File: src/common/ufc_params.svh
// Constants of the flash command unit and of its calling core.
// Assumes it is included by bare name; definitions only.
`ifndef UFC_PARAMS_SVH
`define UFC_PARAMS_SVH

// ********************************
// Unit register offsets
// ********************************
`define UFC_OFF_ADDR_LO 8'ha8
`define UFC_OFF_ADDR_HI 8'ha9
`define UFC_OFF_RD_DATA 8'haa
`define UFC_OFF_WR_DATA 8'hab
`define UFC_OFF_TIMING 8'he1
`define UFC_OFF_KEY 8'he2
`define UFC_OFF_COUNT 8'hf1
`define UFC_REG_RESET 8'h00

// ********************************
// Call entry points and magic values
// ********************************
`define UFC_EP_PAGE_ERASE 8'h17
`define UFC_EP_MASS_ERASE 8'h1a
`define UFC_EP_READ_BYTE 8'h11
`define UFC_EP_BLOCK_READ 8'h26
`define UFC_EP_WRITE_BYTE 8'h14
`define UFC_EP_BLOCK_WRITE 8'h23
`define UFC_EP_EXIT 8'h62
`define UFC_EP_SERIAL_ISP 8'h00
`define UFC_KEY_VALUE 8'h98
`define UFC_MASS_CONFIRM 8'h55
`define UFC_BW_MAX 8'h10

// ********************************
// Timing counts
// ********************************
`define UFC_CLK_PER_INSTR 3'h5
`define UFC_KEY_WINDOW 3'h6

// ********************************
// Core-side software register offsets
// ********************************
`define UFC_H_TGT 4'h0
`define UFC_H_WDATA 4'h1
`define UFC_H_RDREQ 4'h2
`define UFC_H_RDATA 4'h3
`define UFC_H_ACC 4'h4
`define UFC_H_XPTR 4'h5
`define UFC_H_CALL 4'h6
`define UFC_H_STATUS 4'h7
`define UFC_H_RAMADR 4'h8
`define UFC_H_RAMDAT 4'h9

`endif

File: src/common/ufc_pkg.sv
// Types of the flash command unit, also used by the bench.
// Assumes nothing beyond a SystemVerilog compiler.
package ufc_pkg;

  // Flash array operation
  typedef enum logic [1:0] {
    FL_READ,
    FL_WRITE,
    FL_PAGE_ERASE,
    FL_MASS_ERASE
  } ufc_fl_op_t;

  // Unit sequencer state
  typedef enum logic [3:0] {
    ST_IDLE,
    ST_FLASH,
    ST_BR_FL,
    ST_BR_PUSH,
    ST_BW_REQ,
    ST_BW_WAIT,
    ST_BW_FL,
    ST_FIN,
    ST_ISP,
    ST_RST
  } ufc_state_t;

endpackage

File: src/common/ufc_if.sv
// Link between the calling core and the flash command unit.
// Assumes both ends run on one shared clock.
`timescale 1ns/10ps
interface ufc_if;
  // Register port, core to unit
  logic [7:0] reg_addr;
  logic [7:0] reg_wdata;
  logic reg_wr;
  logic reg_rd;
  logic [7:0] reg_rdata;
  // Boot-ROM call and its arguments
  logic call;
  logic [7:0] entry;
  logic [7:0] acc;
  logic [7:0] xptr;
  logic busy;
  logic done;
  logic irq_block;
  // RAM request stream, unit to core
  logic ram_valid;
  logic ram_ready;
  logic ram_we;
  logic [7:0] ram_addr;
  logic [7:0] ram_wdata;
  logic ram_rvalid;
  logic [7:0] ram_rdata;

  modport dev (
    input reg_addr, reg_wdata, reg_wr, reg_rd, call, entry, acc, xptr,
    input ram_ready, ram_rvalid, ram_rdata,
    output reg_rdata, busy, done, irq_block, ram_valid, ram_we, ram_addr, ram_wdata
  );
  modport core (
    output reg_addr, reg_wdata, reg_wr, reg_rd, call, entry, acc, xptr,
    output ram_ready, ram_rvalid, ram_rdata,
    input reg_rdata, busy, done, irq_block, ram_valid, ram_we, ram_addr, ram_wdata
  );
endinterface

File: src/verilog/ufc_unit.sv
// Flash command unit: register file, keyed call sequencer and RAM stream.
// Assumes a flash array port that answers each request with a done pulse,
// and a core that serves RAM requests and reads one cycle after acceptance.
//
// Functional notes
// - Entry 0x17 erases page at address registers
// - Entry 0x1A mass erase needs accumulator 0x55
// - Entry 0x11 reads byte into read register
// - Entry 0x26 copies n flash bytes to RAM
// - Entry 0x14 writes write-data byte to flash
// - Entry 0x23 writes up to 16 RAM bytes
// - Caller keeps block writes inside 64 bytes
// - Entry 0x62 resets the whole device
// - Entry 0x00 holds serial mode until exit
// - Call valid only within 6 instruction cycles of key
// - Caller writes key 0x98 before each call
// - Caller loads write timing before write/erase
// - Flash address from registers 0xA9 and 0xA8
// - Interrupts blocked while a routine runs
//
// Chosen here: the strobed register port.
`timescale 1ns/10ps
`include "ufc_params.svh"

// ********************************
// Two-entry buffer
// ********************************
module ufc_buf #(
  parameter int W = 17
) (
  // Clock and reset
  input wire logic i_clk,
  input wire logic i_arst_n,
  // Filling side
  input wire logic i_valid,
  output logic o_ready,
  input wire logic [W-1:0] i_data,
  // Draining side
  output logic o_valid,
  input wire logic i_ready,
  output logic [W-1:0] o_data,
  output logic o_empty
);
  logic [W-1:0] mem_q [0:1];
  logic wp_q;
  logic rp_q;
  logic [1:0] cnt_q;
  wire logic push = i_valid && o_ready;
  wire logic pop = o_valid && i_ready;

  // Handshake decode
  assign o_ready = (cnt_q != 2'h2);
  assign o_valid = (cnt_q != 2'h0);
  assign o_empty = (cnt_q == 2'h0);
  assign o_data = mem_q[rp_q];

  // Storage, written only on push
  always_ff @(posedge i_clk) begin
    if (push) begin
      mem_q[wp_q] <= i_data;
    end
  end

  // Pointers and fill level
  always_ff @(posedge i_clk or negedge i_arst_n) begin
    if (!i_arst_n) begin
      wp_q <= 1'b0;
      rp_q <= 1'b0;
      cnt_q <= 2'h0;
    end else begin
      if (push) wp_q <= ~wp_q;
      if (pop) rp_q <= ~rp_q;
      cnt_q <= cnt_q + {1'b0, push} - {1'b0, pop};
    end
  end
endmodule

// ********************************
// Command unit
// ********************************
module ufc_unit (
  // Clock and reset
  input wire logic i_clk,
  input wire logic i_arst_n,
  // Core link
  ufc_if.dev bus,
  // Flash array port
  output logic o_fl_req,
  output ufc_pkg::ufc_fl_op_t o_fl_op,
  output logic [15:0] o_fl_addr,
  output logic [7:0] o_fl_wdata,
  output logic [7:0] o_fl_timing,
  input wire logic i_fl_done,
  input wire logic [7:0] i_fl_rdata,
  // Serial mode and device reset
  input wire logic i_isp_exit,
  output logic o_isp_mode,
  output logic o_dev_reset
);
  ufc_pkg::ufc_state_t state_q;
  ufc_pkg::ufc_fl_op_t op_q;
  logic [7:0] addr_lo_q, addr_hi_q, wr_data_q, timing_q, count_q, rd_data_q;
  logic [7:0] rdata_q, dat_q, x_q, cnt_q;
  logic [15:0] a_q;
  logic [2:0] div_q, key_cnt_q;
  logic exit_s1_q, exit_s2_q, exit_s3_q;

  // Register decode
  wire logic hit_lo = bus.reg_addr == `UFC_OFF_ADDR_LO;
  wire logic hit_hi = bus.reg_addr == `UFC_OFF_ADDR_HI;
  wire logic hit_rd = bus.reg_addr == `UFC_OFF_RD_DATA;
  wire logic hit_wd = bus.reg_addr == `UFC_OFF_WR_DATA;
  wire logic hit_tm = bus.reg_addr == `UFC_OFF_TIMING;
  wire logic hit_key = bus.reg_addr == `UFC_OFF_KEY;
  wire logic hit_cnt = bus.reg_addr == `UFC_OFF_COUNT;
  wire logic [7:0] rd_mux = hit_lo ? addr_lo_q : hit_hi ? addr_hi_q :
                            hit_rd ? rd_data_q : hit_wd ? wr_data_q :
                            hit_tm ? timing_q : hit_cnt ? count_q : 8'h00;

  // Call qualification; the key is spent by any call, good or not
  wire logic tick = (div_q == `UFC_CLK_PER_INSTR - 3'h1);
  wire logic idle = (state_q == ufc_pkg::ST_IDLE);
  wire logic call_ok = bus.call && idle && (key_cnt_q != 3'h0);
  wire logic [7:0] bw_n = (count_q > `UFC_BW_MAX) ? `UFC_BW_MAX : count_q;
  wire logic last = (cnt_q == 8'h01);
  wire logic exit_seen = exit_s2_q && exit_s3_q;

  // RAM stream through the buffer, so a stalled core loses no word
  wire logic br_push = (state_q == ufc_pkg::ST_BR_PUSH);
  wire logic push_v = br_push || (state_q == ufc_pkg::ST_BW_REQ);
  wire logic push_rdy;
  wire logic buf_empty;
  wire logic [16:0] push_d = {br_push, x_q, dat_q};
  wire logic [16:0] pop_d;
  ufc_buf #(.W(17)) u_buf (
    .i_clk(i_clk),
    .i_arst_n(i_arst_n),
    .i_valid(push_v),
    .o_ready(push_rdy),
    .i_data(push_d),
    .o_valid(bus.ram_valid),
    .i_ready(bus.ram_ready),
    .o_data(pop_d),
    .o_empty(buf_empty)
  );
  assign bus.ram_we = pop_d[16];
  assign bus.ram_addr = pop_d[15:8];
  assign bus.ram_wdata = pop_d[7:0];

  // Outputs
  assign o_fl_req = (state_q == ufc_pkg::ST_FLASH) || (state_q == ufc_pkg::ST_BR_FL) ||
                    (state_q == ufc_pkg::ST_BW_FL);
  assign o_fl_op = op_q;
  assign o_fl_addr = a_q;
  assign o_fl_wdata = dat_q;
  assign o_fl_timing = timing_q;
  assign o_isp_mode = (state_q == ufc_pkg::ST_ISP);
  assign o_dev_reset = (state_q == ufc_pkg::ST_RST);
  assign bus.busy = !idle;
  assign bus.irq_block = !idle;
  assign bus.done = (state_q == ufc_pkg::ST_FIN) && buf_empty;
  assign bus.reg_rdata = rdata_q;

  // Parameter registers; read data stands one cycle only
  always_ff @(posedge i_clk or negedge i_arst_n) begin
    if (!i_arst_n) begin
      addr_lo_q <= `UFC_REG_RESET;
      addr_hi_q <= `UFC_REG_RESET;
      wr_data_q <= `UFC_REG_RESET;
      timing_q <= `UFC_REG_RESET;
      count_q <= `UFC_REG_RESET;
      rdata_q <= 8'h00;
    end else begin
      if (bus.reg_wr && hit_lo) addr_lo_q <= bus.reg_wdata;
      if (bus.reg_wr && hit_hi) addr_hi_q <= bus.reg_wdata;
      if (bus.reg_wr && hit_wd) wr_data_q <= bus.reg_wdata;
      if (bus.reg_wr && hit_tm) timing_q <= bus.reg_wdata;
      if (bus.reg_wr && hit_cnt) count_q <= bus.reg_wdata;
      rdata_q <= bus.reg_rd ? rd_mux : 8'h00;
    end
  end

  // Instruction-cycle divider and key window; a fresh key write wins
  always_ff @(posedge i_clk or negedge i_arst_n) begin
    if (!i_arst_n) begin
      div_q <= 3'h0;
      key_cnt_q <= 3'h0;
    end else begin
      div_q <= tick ? 3'h0 : div_q + 3'h1;
      if (bus.reg_wr && hit_key) begin
        key_cnt_q <= (bus.reg_wdata == `UFC_KEY_VALUE) ? `UFC_KEY_WINDOW : 3'h0;
      end else if (bus.call) begin
        key_cnt_q <= 3'h0;
      end else if (tick && key_cnt_q != 3'h0) begin
        key_cnt_q <= key_cnt_q - 3'h1;
      end
    end
  end

  // Exit pin synchroniser; only the last two stages are compared
  always_ff @(posedge i_clk or negedge i_arst_n) begin
    if (!i_arst_n) begin
      exit_s1_q <= 1'b0;
      exit_s2_q <= 1'b0;
      exit_s3_q <= 1'b0;
    end else begin
      exit_s1_q <= i_isp_exit;
      exit_s2_q <= exit_s1_q;
      exit_s3_q <= exit_s2_q;
    end
  end

  // Sequencer
  always_ff @(posedge i_clk or negedge i_arst_n) begin
    if (!i_arst_n) begin
      state_q <= ufc_pkg::ST_IDLE;
      op_q <= ufc_pkg::FL_READ;
      a_q <= 16'h0000;
      x_q <= 8'h00;
      cnt_q <= 8'h00;
      dat_q <= 8'h00;
      rd_data_q <= `UFC_REG_RESET;
    end else begin
      case (state_q)
        ufc_pkg::ST_IDLE: begin
          if (call_ok) begin
            a_q <= {addr_hi_q, addr_lo_q};
            x_q <= bus.xptr;
            dat_q <= wr_data_q;
            case (bus.entry)
              `UFC_EP_PAGE_ERASE: begin
                op_q <= ufc_pkg::FL_PAGE_ERASE;
                state_q <= ufc_pkg::ST_FLASH;
              end
              `UFC_EP_MASS_ERASE: begin
                op_q <= ufc_pkg::FL_MASS_ERASE;
                state_q <= (bus.acc == `UFC_MASS_CONFIRM) ? ufc_pkg::ST_FLASH :
                           ufc_pkg::ST_FIN;
              end
              `UFC_EP_READ_BYTE: begin
                op_q <= ufc_pkg::FL_READ;
                state_q <= ufc_pkg::ST_FLASH;
              end
              `UFC_EP_WRITE_BYTE: begin
                op_q <= ufc_pkg::FL_WRITE;
                state_q <= ufc_pkg::ST_FLASH;
              end
              `UFC_EP_BLOCK_READ: begin
                op_q <= ufc_pkg::FL_READ;
                cnt_q <= count_q;
                state_q <= (count_q == 8'h00) ? ufc_pkg::ST_FIN : ufc_pkg::ST_BR_FL;
              end
              `UFC_EP_BLOCK_WRITE: begin
                op_q <= ufc_pkg::FL_WRITE;
                cnt_q <= bw_n;
                state_q <= (bw_n == 8'h00) ? ufc_pkg::ST_FIN : ufc_pkg::ST_BW_REQ;
              end
              `UFC_EP_EXIT: state_q <= ufc_pkg::ST_RST;
              `UFC_EP_SERIAL_ISP: state_q <= ufc_pkg::ST_ISP;
              default: state_q <= ufc_pkg::ST_IDLE;
            endcase
          end
        end
        ufc_pkg::ST_FLASH: begin
          if (i_fl_done) begin
            if (op_q == ufc_pkg::FL_READ) rd_data_q <= i_fl_rdata;
            state_q <= ufc_pkg::ST_FIN;
          end
        end
        ufc_pkg::ST_BR_FL: begin
          if (i_fl_done) begin
            dat_q <= i_fl_rdata;
            state_q <= ufc_pkg::ST_BR_PUSH;
          end
        end
        ufc_pkg::ST_BR_PUSH: begin
          if (push_rdy) begin
            a_q <= a_q + 16'h0001;
            x_q <= x_q + 8'h01;
            cnt_q <= cnt_q - 8'h01;
            state_q <= last ? ufc_pkg::ST_FIN : ufc_pkg::ST_BR_FL;
          end
        end
        ufc_pkg::ST_BW_REQ: begin
          if (push_rdy) state_q <= ufc_pkg::ST_BW_WAIT;
        end
        ufc_pkg::ST_BW_WAIT: begin
          if (bus.ram_rvalid) begin
            dat_q <= bus.ram_rdata;
            state_q <= ufc_pkg::ST_BW_FL;
          end
        end
        ufc_pkg::ST_BW_FL: begin
          if (i_fl_done) begin
            a_q <= a_q + 16'h0001;
            x_q <= x_q + 8'h01;
            cnt_q <= cnt_q - 8'h01;
            state_q <= last ? ufc_pkg::ST_FIN : ufc_pkg::ST_BW_REQ;
          end
        end
        ufc_pkg::ST_FIN: begin
          // Done only once every RAM write has left the buffer
          if (buf_empty) state_q <= ufc_pkg::ST_IDLE;
        end
        ufc_pkg::ST_ISP: begin
          if (exit_seen) state_q <= ufc_pkg::ST_RST;
        end
        ufc_pkg::ST_RST: state_q <= ufc_pkg::ST_IDLE;
        default: state_q <= ufc_pkg::ST_IDLE;
      endcase
    end
  end
endmodule

File: src/flat_wrapper.sv
// flat-port wrapper written by rule: the top's interface ports become plain ports
module ufc_unit_flat 
  (i_clk, i_arst_n, o_fl_req, o_fl_op, o_fl_addr, o_fl_wdata, o_fl_timing, i_fl_done, i_fl_rdata, i_isp_exit, o_isp_mode, o_dev_reset, bus_reg_addr, bus_reg_wdata, bus_reg_wr, bus_reg_rd, bus_call, bus_entry, bus_acc, bus_xptr, bus_ram_ready, bus_ram_rvalid, bus_ram_rdata, bus_reg_rdata, bus_busy, bus_done, bus_irq_block, bus_ram_valid, bus_ram_we, bus_ram_addr, bus_ram_wdata);
  ufc_if bus_i ();
  input wire logic i_clk;
  input wire logic i_arst_n;
  output logic o_fl_req;
  output ufc_pkg::ufc_fl_op_t o_fl_op;
  output logic [15:0] o_fl_addr;
  output logic [7:0] o_fl_wdata;
  output logic [7:0] o_fl_timing;
  input wire logic i_fl_done;
  input wire logic [7:0] i_fl_rdata;
  input wire logic i_isp_exit;
  output logic o_isp_mode;
  output logic o_dev_reset;
  input wire logic [$bits(bus_i.reg_addr)-1:0] bus_reg_addr;
  input wire logic [$bits(bus_i.reg_wdata)-1:0] bus_reg_wdata;
  input wire logic [$bits(bus_i.reg_wr)-1:0] bus_reg_wr;
  input wire logic [$bits(bus_i.reg_rd)-1:0] bus_reg_rd;
  input wire logic [$bits(bus_i.call)-1:0] bus_call;
  input wire logic [$bits(bus_i.entry)-1:0] bus_entry;
  input wire logic [$bits(bus_i.acc)-1:0] bus_acc;
  input wire logic [$bits(bus_i.xptr)-1:0] bus_xptr;
  input wire logic [$bits(bus_i.ram_ready)-1:0] bus_ram_ready;
  input wire logic [$bits(bus_i.ram_rvalid)-1:0] bus_ram_rvalid;
  input wire logic [$bits(bus_i.ram_rdata)-1:0] bus_ram_rdata;
  output wire logic [$bits(bus_i.reg_rdata)-1:0] bus_reg_rdata;
  output wire logic [$bits(bus_i.busy)-1:0] bus_busy;
  output wire logic [$bits(bus_i.done)-1:0] bus_done;
  output wire logic [$bits(bus_i.irq_block)-1:0] bus_irq_block;
  output wire logic [$bits(bus_i.ram_valid)-1:0] bus_ram_valid;
  output wire logic [$bits(bus_i.ram_we)-1:0] bus_ram_we;
  output wire logic [$bits(bus_i.ram_addr)-1:0] bus_ram_addr;
  output wire logic [$bits(bus_i.ram_wdata)-1:0] bus_ram_wdata;
  assign bus_i.reg_addr = bus_reg_addr;
  assign bus_i.reg_wdata = bus_reg_wdata;
  assign bus_i.reg_wr = bus_reg_wr;
  assign bus_i.reg_rd = bus_reg_rd;
  assign bus_i.call = bus_call;
  assign bus_i.entry = bus_entry;
  assign bus_i.acc = bus_acc;
  assign bus_i.xptr = bus_xptr;
  assign bus_i.ram_ready = bus_ram_ready;
  assign bus_i.ram_rvalid = bus_ram_rvalid;
  assign bus_i.ram_rdata = bus_ram_rdata;
  assign bus_reg_rdata = bus_i.reg_rdata;
  assign bus_busy = bus_i.busy;
  assign bus_done = bus_i.done;
  assign bus_irq_block = bus_i.irq_block;
  assign bus_ram_valid = bus_i.ram_valid;
  assign bus_ram_we = bus_i.ram_we;
  assign bus_ram_addr = bus_i.ram_addr;
  assign bus_ram_wdata = bus_i.ram_wdata;
  ufc_unit u_core (.i_clk(i_clk), .i_arst_n(i_arst_n), .bus(bus_i), .o_fl_req(o_fl_req), .o_fl_op(o_fl_op), .o_fl_addr(o_fl_addr), .o_fl_wdata(o_fl_wdata), .o_fl_timing(o_fl_timing), .i_fl_done(i_fl_done), .i_fl_rdata(i_fl_rdata), .i_isp_exit(i_isp_exit), .o_isp_mode(o_isp_mode), .o_dev_reset(o_dev_reset));
endmodule
File: config.mk
export PLATFORM = sky130hd
export DESIGN_NAME = ufc_unit_flat
export DESIGN_NICKNAME = d
export VERILOG_FILES = /design/src/common/ufc_pkg.sv /design/src/common/ufc_if.sv /design/src/verilog/ufc_unit.sv /design/src/flat_wrapper.sv
export VERILOG_INCLUDE_DIRS = /design/src /design/src/common
export SDC_FILE = /design/constraint.sdc
export NUM_CORES = 1
export LEC_CHECK = 0
export BUFFER_PORTS_ARGS = -buffer_cell sky130_fd_sc_hd__buf_2
export CAP_MARGIN = 25
export CORE_MARGIN = 1
export CORE_UTILIZATION = 30
export CTS_BUF_LIST = sky130_fd_sc_hd__clkbuf_4
export CTS_CLUSTER_SIZE = 20
export DETAILED_ROUTE_END_ITERATION = 12
export PLACE_DENSITY = 0.51
export REMOVE_ABC_BUFFERS = 1
export SYNTH_ARGS = -nofsm -noshare
export SYNTH_HDL_FRONTEND = slang
export SYNTH_SLANG_ARGS = --single-unit
File: constraint.sdc
create_clock -name i_clk -period 7.3 [get_ports i_clk]
set_input_delay 1.46 -clock i_clk [delete_from_list [all_inputs] [get_ports i_clk]]
set_output_delay 1.46 -clock i_clk [all_outputs]
set_load 0.1 [all_outputs]
Yosys cells after proc, flatten, opt, wreduce, memory -nomap -nowiden

Memory sizes are Yosys's and may differ from the RTL's.
Cells that the tools add are included.

Memories kept: 1
Logic and storage cells: 157
Memory bits (writable): 34
Output and inout port bits: 66
Bits of input ports: 65
Bits in registers: 115

Memory list:

| memory             | depth | width | rd ports | clocked after memory_dff | write ports | RTL line       | text |
|---|---|---|---|---|---|---|---|
| u_core.u_buf.mem_q | 2     | 17    | 1        | 0                        | 1           | ufc_unit.sv:44 | `logic [W-1:0] mem_q [0:1];` |

Add/sub/neg operators: 7
Bitwise operators: 2
Magnitude comparators: 1
Eq/ne operators: 38
Muxes and demuxes: 49
Reduce and logical (&&, ||, !) cells: 38

Operators with widths:

| operator                                                               | count |
|---|---|
| 8-bit two-way mux                                                      | 17 |
| 8-bit one-hot mux with 3 select lines                                  | 3 |
| 8-bit equality test (second input constant)                            | 8 |
| 16-bit two-way mux                                                     | 3 |
| 16-bit one-hot mux with 3 select lines                                 | 1 |
| 4-bit two-way mux                                                      | 9 |
| 4-bit one-hot mux with 9 select lines                                  | 1 |
| 8-bit by 5-bit equality test with 1-bit output (second input constant) | 4 |
| 8-bit logical NOT                                                      | 3 |
| 3-bit two-way mux                                                      | 8 |
| 4-bit one-hot mux with 6 select lines                                  | 1 |
| 16-bit by 1-bit adder with 16-bit output (second input constant)       | 1 |
| 4-bit by 3-bit equality test with 1-bit output (second input constant) | 4 |
| 8-bit by 6-bit equality test with 1-bit output (second input constant) | 2 |
| 8-bit by 7-bit equality test with 1-bit output (second input constant) | 2 |
| 2-bit inequality test (second input constant)                          | 8 |
| 8-bit one-hot mux with 2 select lines                                  | 1 |
| 1-bit logical AND                                                      | 13 |
| 3-bit nonzero test                                                     | 4 |
| 9-bit AND reduction                                                    | 1 |
| 8-bit by 1-bit adder with 8-bit output (second input constant)         | 1 |
| 4-bit by 2-bit equality test with 1-bit output (second input constant) | 2 |
| 4-bit equality test (second input constant)                            | 2 |
| 8-bit by 1-bit equality test with 1-bit output (second input constant) | 1 |
| other kinds (25)                                                       | 35 |

Longest topological paths before layout

Gate-level depths: netlist of run 1.

Depth after elaboration: 8
Mapped depth: 11
Gate-level depth less buffers: 9

Hierarchy

A second synthesis of run 1 with hierarchy kept.

Cell total of the unflattened synthesis: 732
Area total of the unflattened synthesis: 7,684.9 um2

Modules (own cells, without submodules):

| module   | area an instance (um2) | cells an instance | times used | sequential area each (um2) |
|---|---|---|---|---|
| ufc_unit | 6,211.0                | 661               | 1          | 2,777.7 |
| ufc_buf  | 1,473.9                | 71                | 1          | 1,121.1 |

Worst setup path before layout of run 1

No wires, ideal clock.

Kind: reg2out
From: register u_core.u_buf.cnt_q[1]
To: output bus_done
Setup slack: 2.767 ns
Buffers on the path: 0
Cell stages (with the launch flop): 3
Arrival: 3.073 ns
Required time: 5.840 ns
Cell sequence: dfrtp_1 > or2_2 > nor3_1

Word-level cells in the longest chain between the ends: 2

RTL lines:

| what                     | RTL line           | text |
|---|---|---|
| start: declaration       | ufc_unit.sv:47     | `logic [1:0] cnt_q;` |
| start signal: assignment | ufc_unit.sv:73     | `cnt_q <= cnt_q + {1'b0, push} - {1'b0, pop};` |
| 2-bit logical NOT        | ufc_unit.sv:54     | `assign o_empty = (cnt_q == 2'h0);` |
| 1-bit logical AND        | ufc_unit.sv:161    | `assign bus.done = (state_q == ufc_pkg::ST_FIN) && buf_empty;` |
| end: declaration         | flat_wrapper.sv:30 | `output wire logic [$bits(bus_i.done)-1:0] bus_done;` |

Every way passes these cells.

Worst setup path after layout of run 1

From: register u_core.state_q[0]
To: output o_fl_req

Word-level cells in the longest chain between the ends: 3
Elaborated cells between the ends (all ways): 5
Classes of those cells: eq/ne (3); reduce/logical (2)

RTL lines:

| what                                                                                                                    | RTL line          | text |
|---|---|---|
| start: declaration                                                                                                      | ufc_unit.sv:100   | `ufc_pkg::ufc_state_t state_q;` |
| start signal: assignment                                                                                                | ufc_unit.sv:216   | `state_q <= ufc_pkg::ST_IDLE;` |
| start signal: assignment                                                                                                | ufc_unit.sv:233   | `state_q <= ufc_pkg::ST_FLASH;` |
| start signal: assignment                                                                                                | ufc_unit.sv:237   | `` state_q <= (bus.acc == `UFC_MASS_CONFIRM) ? ufc_pkg::ST_FLASH : `` |
| 4-bit by 1-bit equality test with 1-bit output / 4-bit by 2-bit equality test with 1-bit output (equally long branches) | ufc_unit.sv:151   | `assign o_fl_req = (state_q == ufc_pkg::ST_FLASH) \|\| (state_q == ufc_pkg::ST_BR_FL) \|\|` |
| 1-bit logical OR                                                                                                        | ufc_unit.sv:151   |  |
| 1-bit logical OR (*)                                                                                                    | ufc_unit.sv:151   |  |
| end: declaration                                                                                                        | flat_wrapper.sv:7 | `output logic o_fl_req;` |

Every way passes the cells marked *; elsewhere a longest branch is shown, timed or not.

==> results of run 1 <==
## metal layers
layer / vias to the layer above / wire length [µm] / track usage / part of all wire
met5: - / 8 / 0 / 0.00039
met4: 2 / 142 / 0.02916 / 0.0069
met1: 2820 / 10290 / 0.2414 / 0.50
li1: 2894 / - / - / -
met3: 10 / 1199 / 0.03852 / 0.058
met2: 157 / 9080 / 0.2447 / 0.44
## per-stage QoR
stage	utilization	hold slack [ps]	std cells	total power, W
2_1_floorplan	-	331.2	684	0.003152
3_3_place_gp	0.3448	340.0	1142	0.003643
3_5_place_dp	0.3448	341.1	1142	0.003655
4_1_cts	0.3565	382.7	1174	0.004182
5_1_grt	0.3566	398.2	1175	0.004406
6_report	0.3566	375.1	1175	0.004143
## logic make-up (layout without fill, tap and decap cells)
| logic type | Yosys count | count (layout) |
|---|---|---|
| AO/OA/AOI/OAI | 193 | 193 |
| buffers and inverters | 74 | 198 |
| other | 0 | 1 |
| XOR/XNOR | 7 | 7 |
| adder cells (fa/ha/maj) | 10 | 10 |
| AND/OR/NAND/NOR | 223 | 223 |
| multiplexers | 70 | 70 |
| flip-flops | 149 | 149 |
## worst max-delay path, stage by stage, from the launching register on
cell and delay (ps):
dfrtp_1 700, inv_2 180, or3_1 370, a21oi_1 190
buf_2 470
## final timing paths
kind | startpoint | to | cells after the start | slack (ps)
min in group asynchronous | i_arst_n | u_core.div_q[1] | 1 | 990
max in group asynchronous | i_arst_n | u_core.o_fl_wdata[5] | 2 | 5120
max reg2reg | u_core.state_q[2] | u_core.cnt_q[2] | 6 | 3800
min reg2reg | u_core.exit_s1_q | u_core.exit_s2_q | 0 | 380
min | u_core.exit_s1_q | u_core.exit_s2_q | 0 | 380
max | u_core.state_q[0] | o_fl_req | 4 | 3360
## state kept, by name (all words and copies together), names as in the netlist, 2 cells and up
signal                count
u_core.addr_hi_q          8
u_core.addr_lo_q          8
u_core.bus.reg_rdata      8
u_core.cnt_q              8
u_core.count_q            8
u_core.div_q              3
u_core.key_cnt_q          3
u_core.o_fl_addr         16
u_core.o_fl_op            2
u_core.o_fl_timing        8
u_core.o_fl_wdata         8
u_core.rd_data_q          8
u_core.state_q            4
u_core.u_buf.cnt_q        2
u_core.u_buf.mem_q       34
u_core.wr_data_q          8
u_core.x_q                8
## where the power goes
| group | total [W] | switching [W] | internal, W |
|---|---|---|---|
| Clock | 0.000514 | 0.000357 | 0.000158 |
| Combinational | 0.00229 | 0.00174 | 0.000558 |
| Sequential | 0.00133 | 0.000225 | 0.00111 |
| Total | 0.00414 | 0.00232 | 0.00182 |
## cell usage in the layout (no fill, tap or decap), types with 6 or more instances in the layout
| master | n |
|---|---|
| buf_2 | 129 |
| dfrtp_1 | 115 |
| nor2_1 | 67 |
| mux2_2 | 60 |
| nand2_1 | 54 |
| o21ai_0 | 46 |
| a21oi_1 | 42 |
| edfxtp_1 | 34 |
| inv_1 | 31 |
| a31oi_1 | 23 |
| a22oi_1 | 19 |
| o22ai_1 | 19 |
| nor3_1 | 17 |
| clkbuf_4 | 17 |
| nand3_1 | 15 |
| nand2b_1 | 13 |
| mux2i_1 | 10 |
| ha_1 | 10 |
| o2bb2ai_1 | 8 |
| inv_8 | 7 |
| and3_1 | 6 |
| nand4_1 | 6 |
## area by class of cell
cell class,instances,share of cell area
Multi-Input combinational cell,503,0.3832
Clock inverter,15,0.01816
Antenna cell,1,0.0002860
Inverter,32,0.01373
Clock buffer,17,0.01459
Timing Repair Buffer,134,0.07809
Sequential cell,149,0.4457
Tap cell,324,0.04634
==> impl_metrics.json, run 1 <==
{
  "io_pins": 131,
  "drtAntennaViolNets": 0,
  "outcome": "complete, no violations",
  "cts_resized": 0,
  "period_minus_slack_ps": 3937,
  "synth_area_leaders": "dfrtp_1 38%, edfxtp_1 13%, mux2_2 8.9%",
  "drc": 0,
  "multi_input_area_um2": 3352,
  "seq_area_um2": 3899,
  "cp-start-kind": "flip-flop",
  "cts_buffer_depth": 2,
  "num_vias": 5883,
  "yosys.area.top_type": "dfrtp_1",
  "worst_slack_ps": 3363,
  "drive_gt1_frac": 0.2894,
  "synth_compound_area_frac": 0.1647,
  "syn-instance-count": 726,
  "fin_crit_sh": 0.5393,
  "root_buffer": "clkbuf_4",
  "layout.nets": 912,
  "firstDrtPassIters": 5,
  "hold_violations": 0,
  "core_area_um2": 24530,
  "tightest_slew_ps": 891.8,
  "viasPerCell": 5.007,
  "dp_slack_ps": 3449,
  "rows": 57,
  "clock-sinks": 149,
  "path_class": "reg -> out",
  "synth-simple-area-share": 0.1502,
  "first_global_vias": 5658,
  "maxCapViolations": 0,
  "cp.required_ps": 5840,
  "drt_iter0_markers": 371,
  "crit_arrival_ps": 2480,
  "ys_ff_latch": 149,
  "yosysMostFrequentCell": "dfrtp_1",
  "synthAdderAreaFrac": 0.01649,
  "wl_um": 20730,
  "yosysUniqueCellTypes": 70,
  "start_util": 0.3094,
  "synthMuxAreaShare": 0.1022,
  "grt_first_pass_wirelength_um": 32590,
  "cp-end-kind": "output port",
  "setup_tns_ps": 0,
  "slew_viol_final": 0,
  "tritoncts": "done",
  "holdBufCountCts": 0,
  "path_max_fanout": 16,
  "async_reset_ff_frac": 0.7718,
  "die_area_um2": 25940,
  "postPlaceCellArea_um2": 8459,
  "skew_ps": 28.78,
  "grt_usage": 0.1637,
  "hpwl_um": 14810,
  "synth-warning-count": 0,
  "clkTransAtPathRegs_ps": 160,
  "synthFlopType": "dfrtp_1",
  "syn-cell-area_um2": 7590,
  "setup_violations": 0,
  "clkLatencyLatePin_ps": 550,
  "yosysSeqAreaShare": 0.5137,
  "cts_max_level": 4,
  "gr-total-overflow": 0,
  "syn-mean-instance-area_um2": 10.45,
  "fillers": 2550,
  "routabilityCongestion": 0.8216,
  "io_buffers": 130,
  "cts_setup_buffers": 0,
  "max_slew_margin": 0.4023,
  "rsz0062_at_grt": "no",
  "peakVddDrop_mv": 0.3385,
  "wl_per_cell_um": 17.64,
  "leakage_nw": 3.777,
  "die_y_um": 161.1,
  "synth_edf_count": 34,
  "antenna_found_initial": 2,
  "synth_top_family_by_area": "compound AO/OA/AOI/OAI gates",
  "max_freq_mhz": 254.0,
  "final_area_um2": 8748,
  "synth_top_area_frac": 0.3792,
  "p_per_area_nw_per_um2": 473.5,
  "syn_to_final_growth_pct": 15.27,
  "synthTopCellsByCount": "115 x dfrtp_1, 67 x nor2_1, 60 x mux2_2, 54 x nand2_1, 46 x o21ai_0",
  "min_path_type": "reg -> reg",
  "numCtsBuffers": 17,
  "die_w_um": 161.1,
  "synth_xor_area_frac": 0.008078,
  "grt_max_degree": 68
}
Power figures use the tool's default switching activity.
==> run 2: changes to the inputs <==
Settings changed: ABC_AREA set to 1.
Clock period 7.3 ns to 4.05 ns, I/O delays scaled along.
==> impl_metrics.json, run 2 <==
{
  "hpwl_um": 15970,
  "die_y_um": 162.5,
  "holdBufCountCts": 0,
  "internal-power_w": 0.003188,
  "path_max_fanout": 4,
  "crit_arrival_ps": 2180,
  "viasPerCell": 4.631,
  "syn-instance-count": 969,
  "yosys.area.top_type": "dfrtp_1",
  "synth_top_area_frac": 0.3722,
  "core_area_um2": 25250,
  "slew_viol_final": 0,
  "instances_no_fill": 1432,
  "numCtsBuffers": 17,
  "min_path_type": "in -> async",
  "syn-mean-instance-area_um2": 7.980,
  "hold_slack_ps": 296.8,
  "crit_path_cell_trace": "inv_2 > nand2_1 > nor3_1 > buf_2",
  "gr-total-overflow": 0,
  "layout_common_cells": "295 x nand2_1, 129 x buf_2, 115 x dfrtp_1",
  "synthTopCellsByCount": "295 x nand2_1, 115 x dfrtp_1, 96 x inv_1, 94 x o21ai_0, 84 x nor2_1",
  "cts_setup_buffers": 0,
  "clock-sinks": 149,
  "synth_area_leaders": "dfrtp_1 37%, nand2_1 14%, edfxtp_1 13%",
  "worst_slack_ps": 1064,
  "synthFlopType": "dfrtp_1",
  "final_common_cell": "nand2_1",
  "max_slew_margin": 0.4892,
  "async_reset_ff_frac": 0.7718,
  "clkLatencyLatePin_ps": 570,
  "drt_iter0_markers": 376,
  "fin_total_pwr_w": 0.007249,
  "sw_frac_of_total": 0.5602,
  "die_w_um": 162.5,
  "cpPeakStageDelay_ps": 520,
  "firstDrtPassIters": 5,
  "grt_max_degree": 61,
  "syn_to_final_growth_pct": 15.55,
  "p_sw_w": 0.004061,
  "rsz0062_at_grt": "no",
  "outcome": "complete, no violations",
  "crit_slowest_cell": "buf_2",
  "grt_first_pass_wirelength_um": 33570,
  "wl_per_cell_um": 14.78,
  "num_vias": 6632,
  "cp-end-kind": "output port",
  "ys_ff_latch": 149,
  "synth-warning-count": 0,
  "setup_violations": 0,
  "hold_violations": 0,
  "reg2regPathDepth": 10,
  "diodes": 0,
  "seqPwrFrac": 0.324,
  "root_buffer": "clkbuf_4",
  "dp.cells": 1399,
  "start_util": 0.3062,
  "first_global_vias": 6178,
  "pwr-share-comb": 0.544,
  "leakage_nw": 4.373,
  "clkTransAtPathRegs_ps": 140,
  "max_freq_mhz": 334.9,
  "fillers": 2687,
  "drtAntennaViolNets": 0,
  "die_area_um2": 26420,
  "setup_tns_ps": 0,
  "yosysSeqAreaShare": 0.5042,
  "io_buffers": 130,
  "cp-start-kind": "flip-flop",
  "yosysMostFrequentCell": "nand2_1",
  "tritoncts": "done",
  "layout.nets": 1164,
  "path_class": "reg -> out",
  "wl_um": 21170,
  "tightest_slew_ps": 766.3,
  "drc": 0,
  "dp_slack_ps": 1313,
  "grt_usage": 0.1659,
  "yosysUniqueCellTypes": 41,
  "skew_ps": 20.87,
  "io_pins": 131,
  "p_per_area_nw_per_um2": 811.3,
  "routabilityCongestion": 0.8221,
  "synth_edf_count": 34,
  "maxCapViolations": 0,
  "cts_buffer_depth": 2,
  "syn-cell-area_um2": 7732,
  "rows": 58,
  "antenna_found_initial": 0,
  "cts_max_level": 4,
  "largest_reg_flops": 34,
  "cp.required_ps": 3240,
  "period_minus_slack_ps": 2986,
  "power_frac_clock": 0.132,
  "peakVddDrop_mv": 0.5884,
  "cts_resized": 0,
  "fin_crit_sh": 0.7372,
  "drive_gt1_frac": 0.1860,
  "regMostFlops": "u_core.u_buf.mem_q"
}
-- run 2: cell count changes after synthesis, sizes merged, moves of 22 or more --
cell / before / now
nand2: 54 / 301
inv: 32 / 103
mux2: 60 / 0
o21ai: 49 / 109
nand3: 16 / 44
nor2: 69 / 91
-- run 2: layer usage --
metal / share of wire / vias up / GRT usage
met5: 0 / - / 0
met4: 0.0061 / 0 / 0.03823
met3: 0.052 / 16 / 0.03641
met2: 0.44 / 155 / 0.2486
met1: 0.51 / 3079 / 0.2421
li1: - / 3382 / -
-- run 2: final timing paths --
kind,startpoint,end,slack (ps)
max in group asynchronous,i_arst_n,u_core.o_fl_addr[2],2950
worst max-delay path,u_core.state_q[1],o_isp_mode,1060
min in group i_clk,i_isp_exit,u_core.exit_s1_q,340
worst max register to register,u_core.state_q[2],u_core.cnt_q[4],1310
worst min register to register,u_core.exit_s1_q,u_core.exit_s2_q,370
worst min-delay path,i_arst_n,u_core.x_q[6],300
-- run 2: cell families (layout without fill, tap and decap cells) --
group           Yosys count  after routing  share of synthesized area
compound gates          176            176                     0.1225
buf+inv                 141            274                    0.07816
simple gates            483            483                     0.2676
flops                   149            149                     0.5042
xor+xnor                 10             10                    0.01133
fa+ha+maj                10             10                    0.01618
-- run 2: worst max-delay path, delay by kind of cell (launching register included) --
| kind | cells | cell delay, ps |
|---|---|---|
| buffers and inverters | 2 | 600 |
| DFF | 1 | 450 |
| and+or+nand+nor | 2 | 550 |
-- run 2: cell type report --
type                            instances  area [µm²]  share of cell area
Clock inverter                         14       153.9             0.01722
Inverter                              107       401.6             0.04495
Timing Repair Buffer                  135       703.2             0.07870
Tap cell                              330       412.9             0.04621
Multi-Input combinational cell        679        3229              0.3614
Clock buffer                           18       135.1             0.01512
Sequential cell                       149        3899              0.4364
-- run 2: stage by stage --
stage               cell area [µm²]  utilization
floorplan                      7530            -
global placement               8638       0.3421
detailed placement             8638       0.3421
CTS                            8927       0.3535
global route                   8935       0.3538
finish                         8935       0.3538
-- run 2: power by group through the flow --
| stage | combinational, W | clock [W] | sequential, W |
|---|---|---|---|
| after floorplan | 0.00238 | 0 | 0.00313 |
| after global placement | 0.00396 | 0 | 0.00238 |
| after detailed placement | 0.00398 | 0 | 0.00238 |
| after CTS | 0.00399 | 0.000999 | 0.00235 |
| after global routing | 0.00429 | 0.00105 | 0.00240 |
| final | 0.00395 | 0.000956 | 0.00235 |
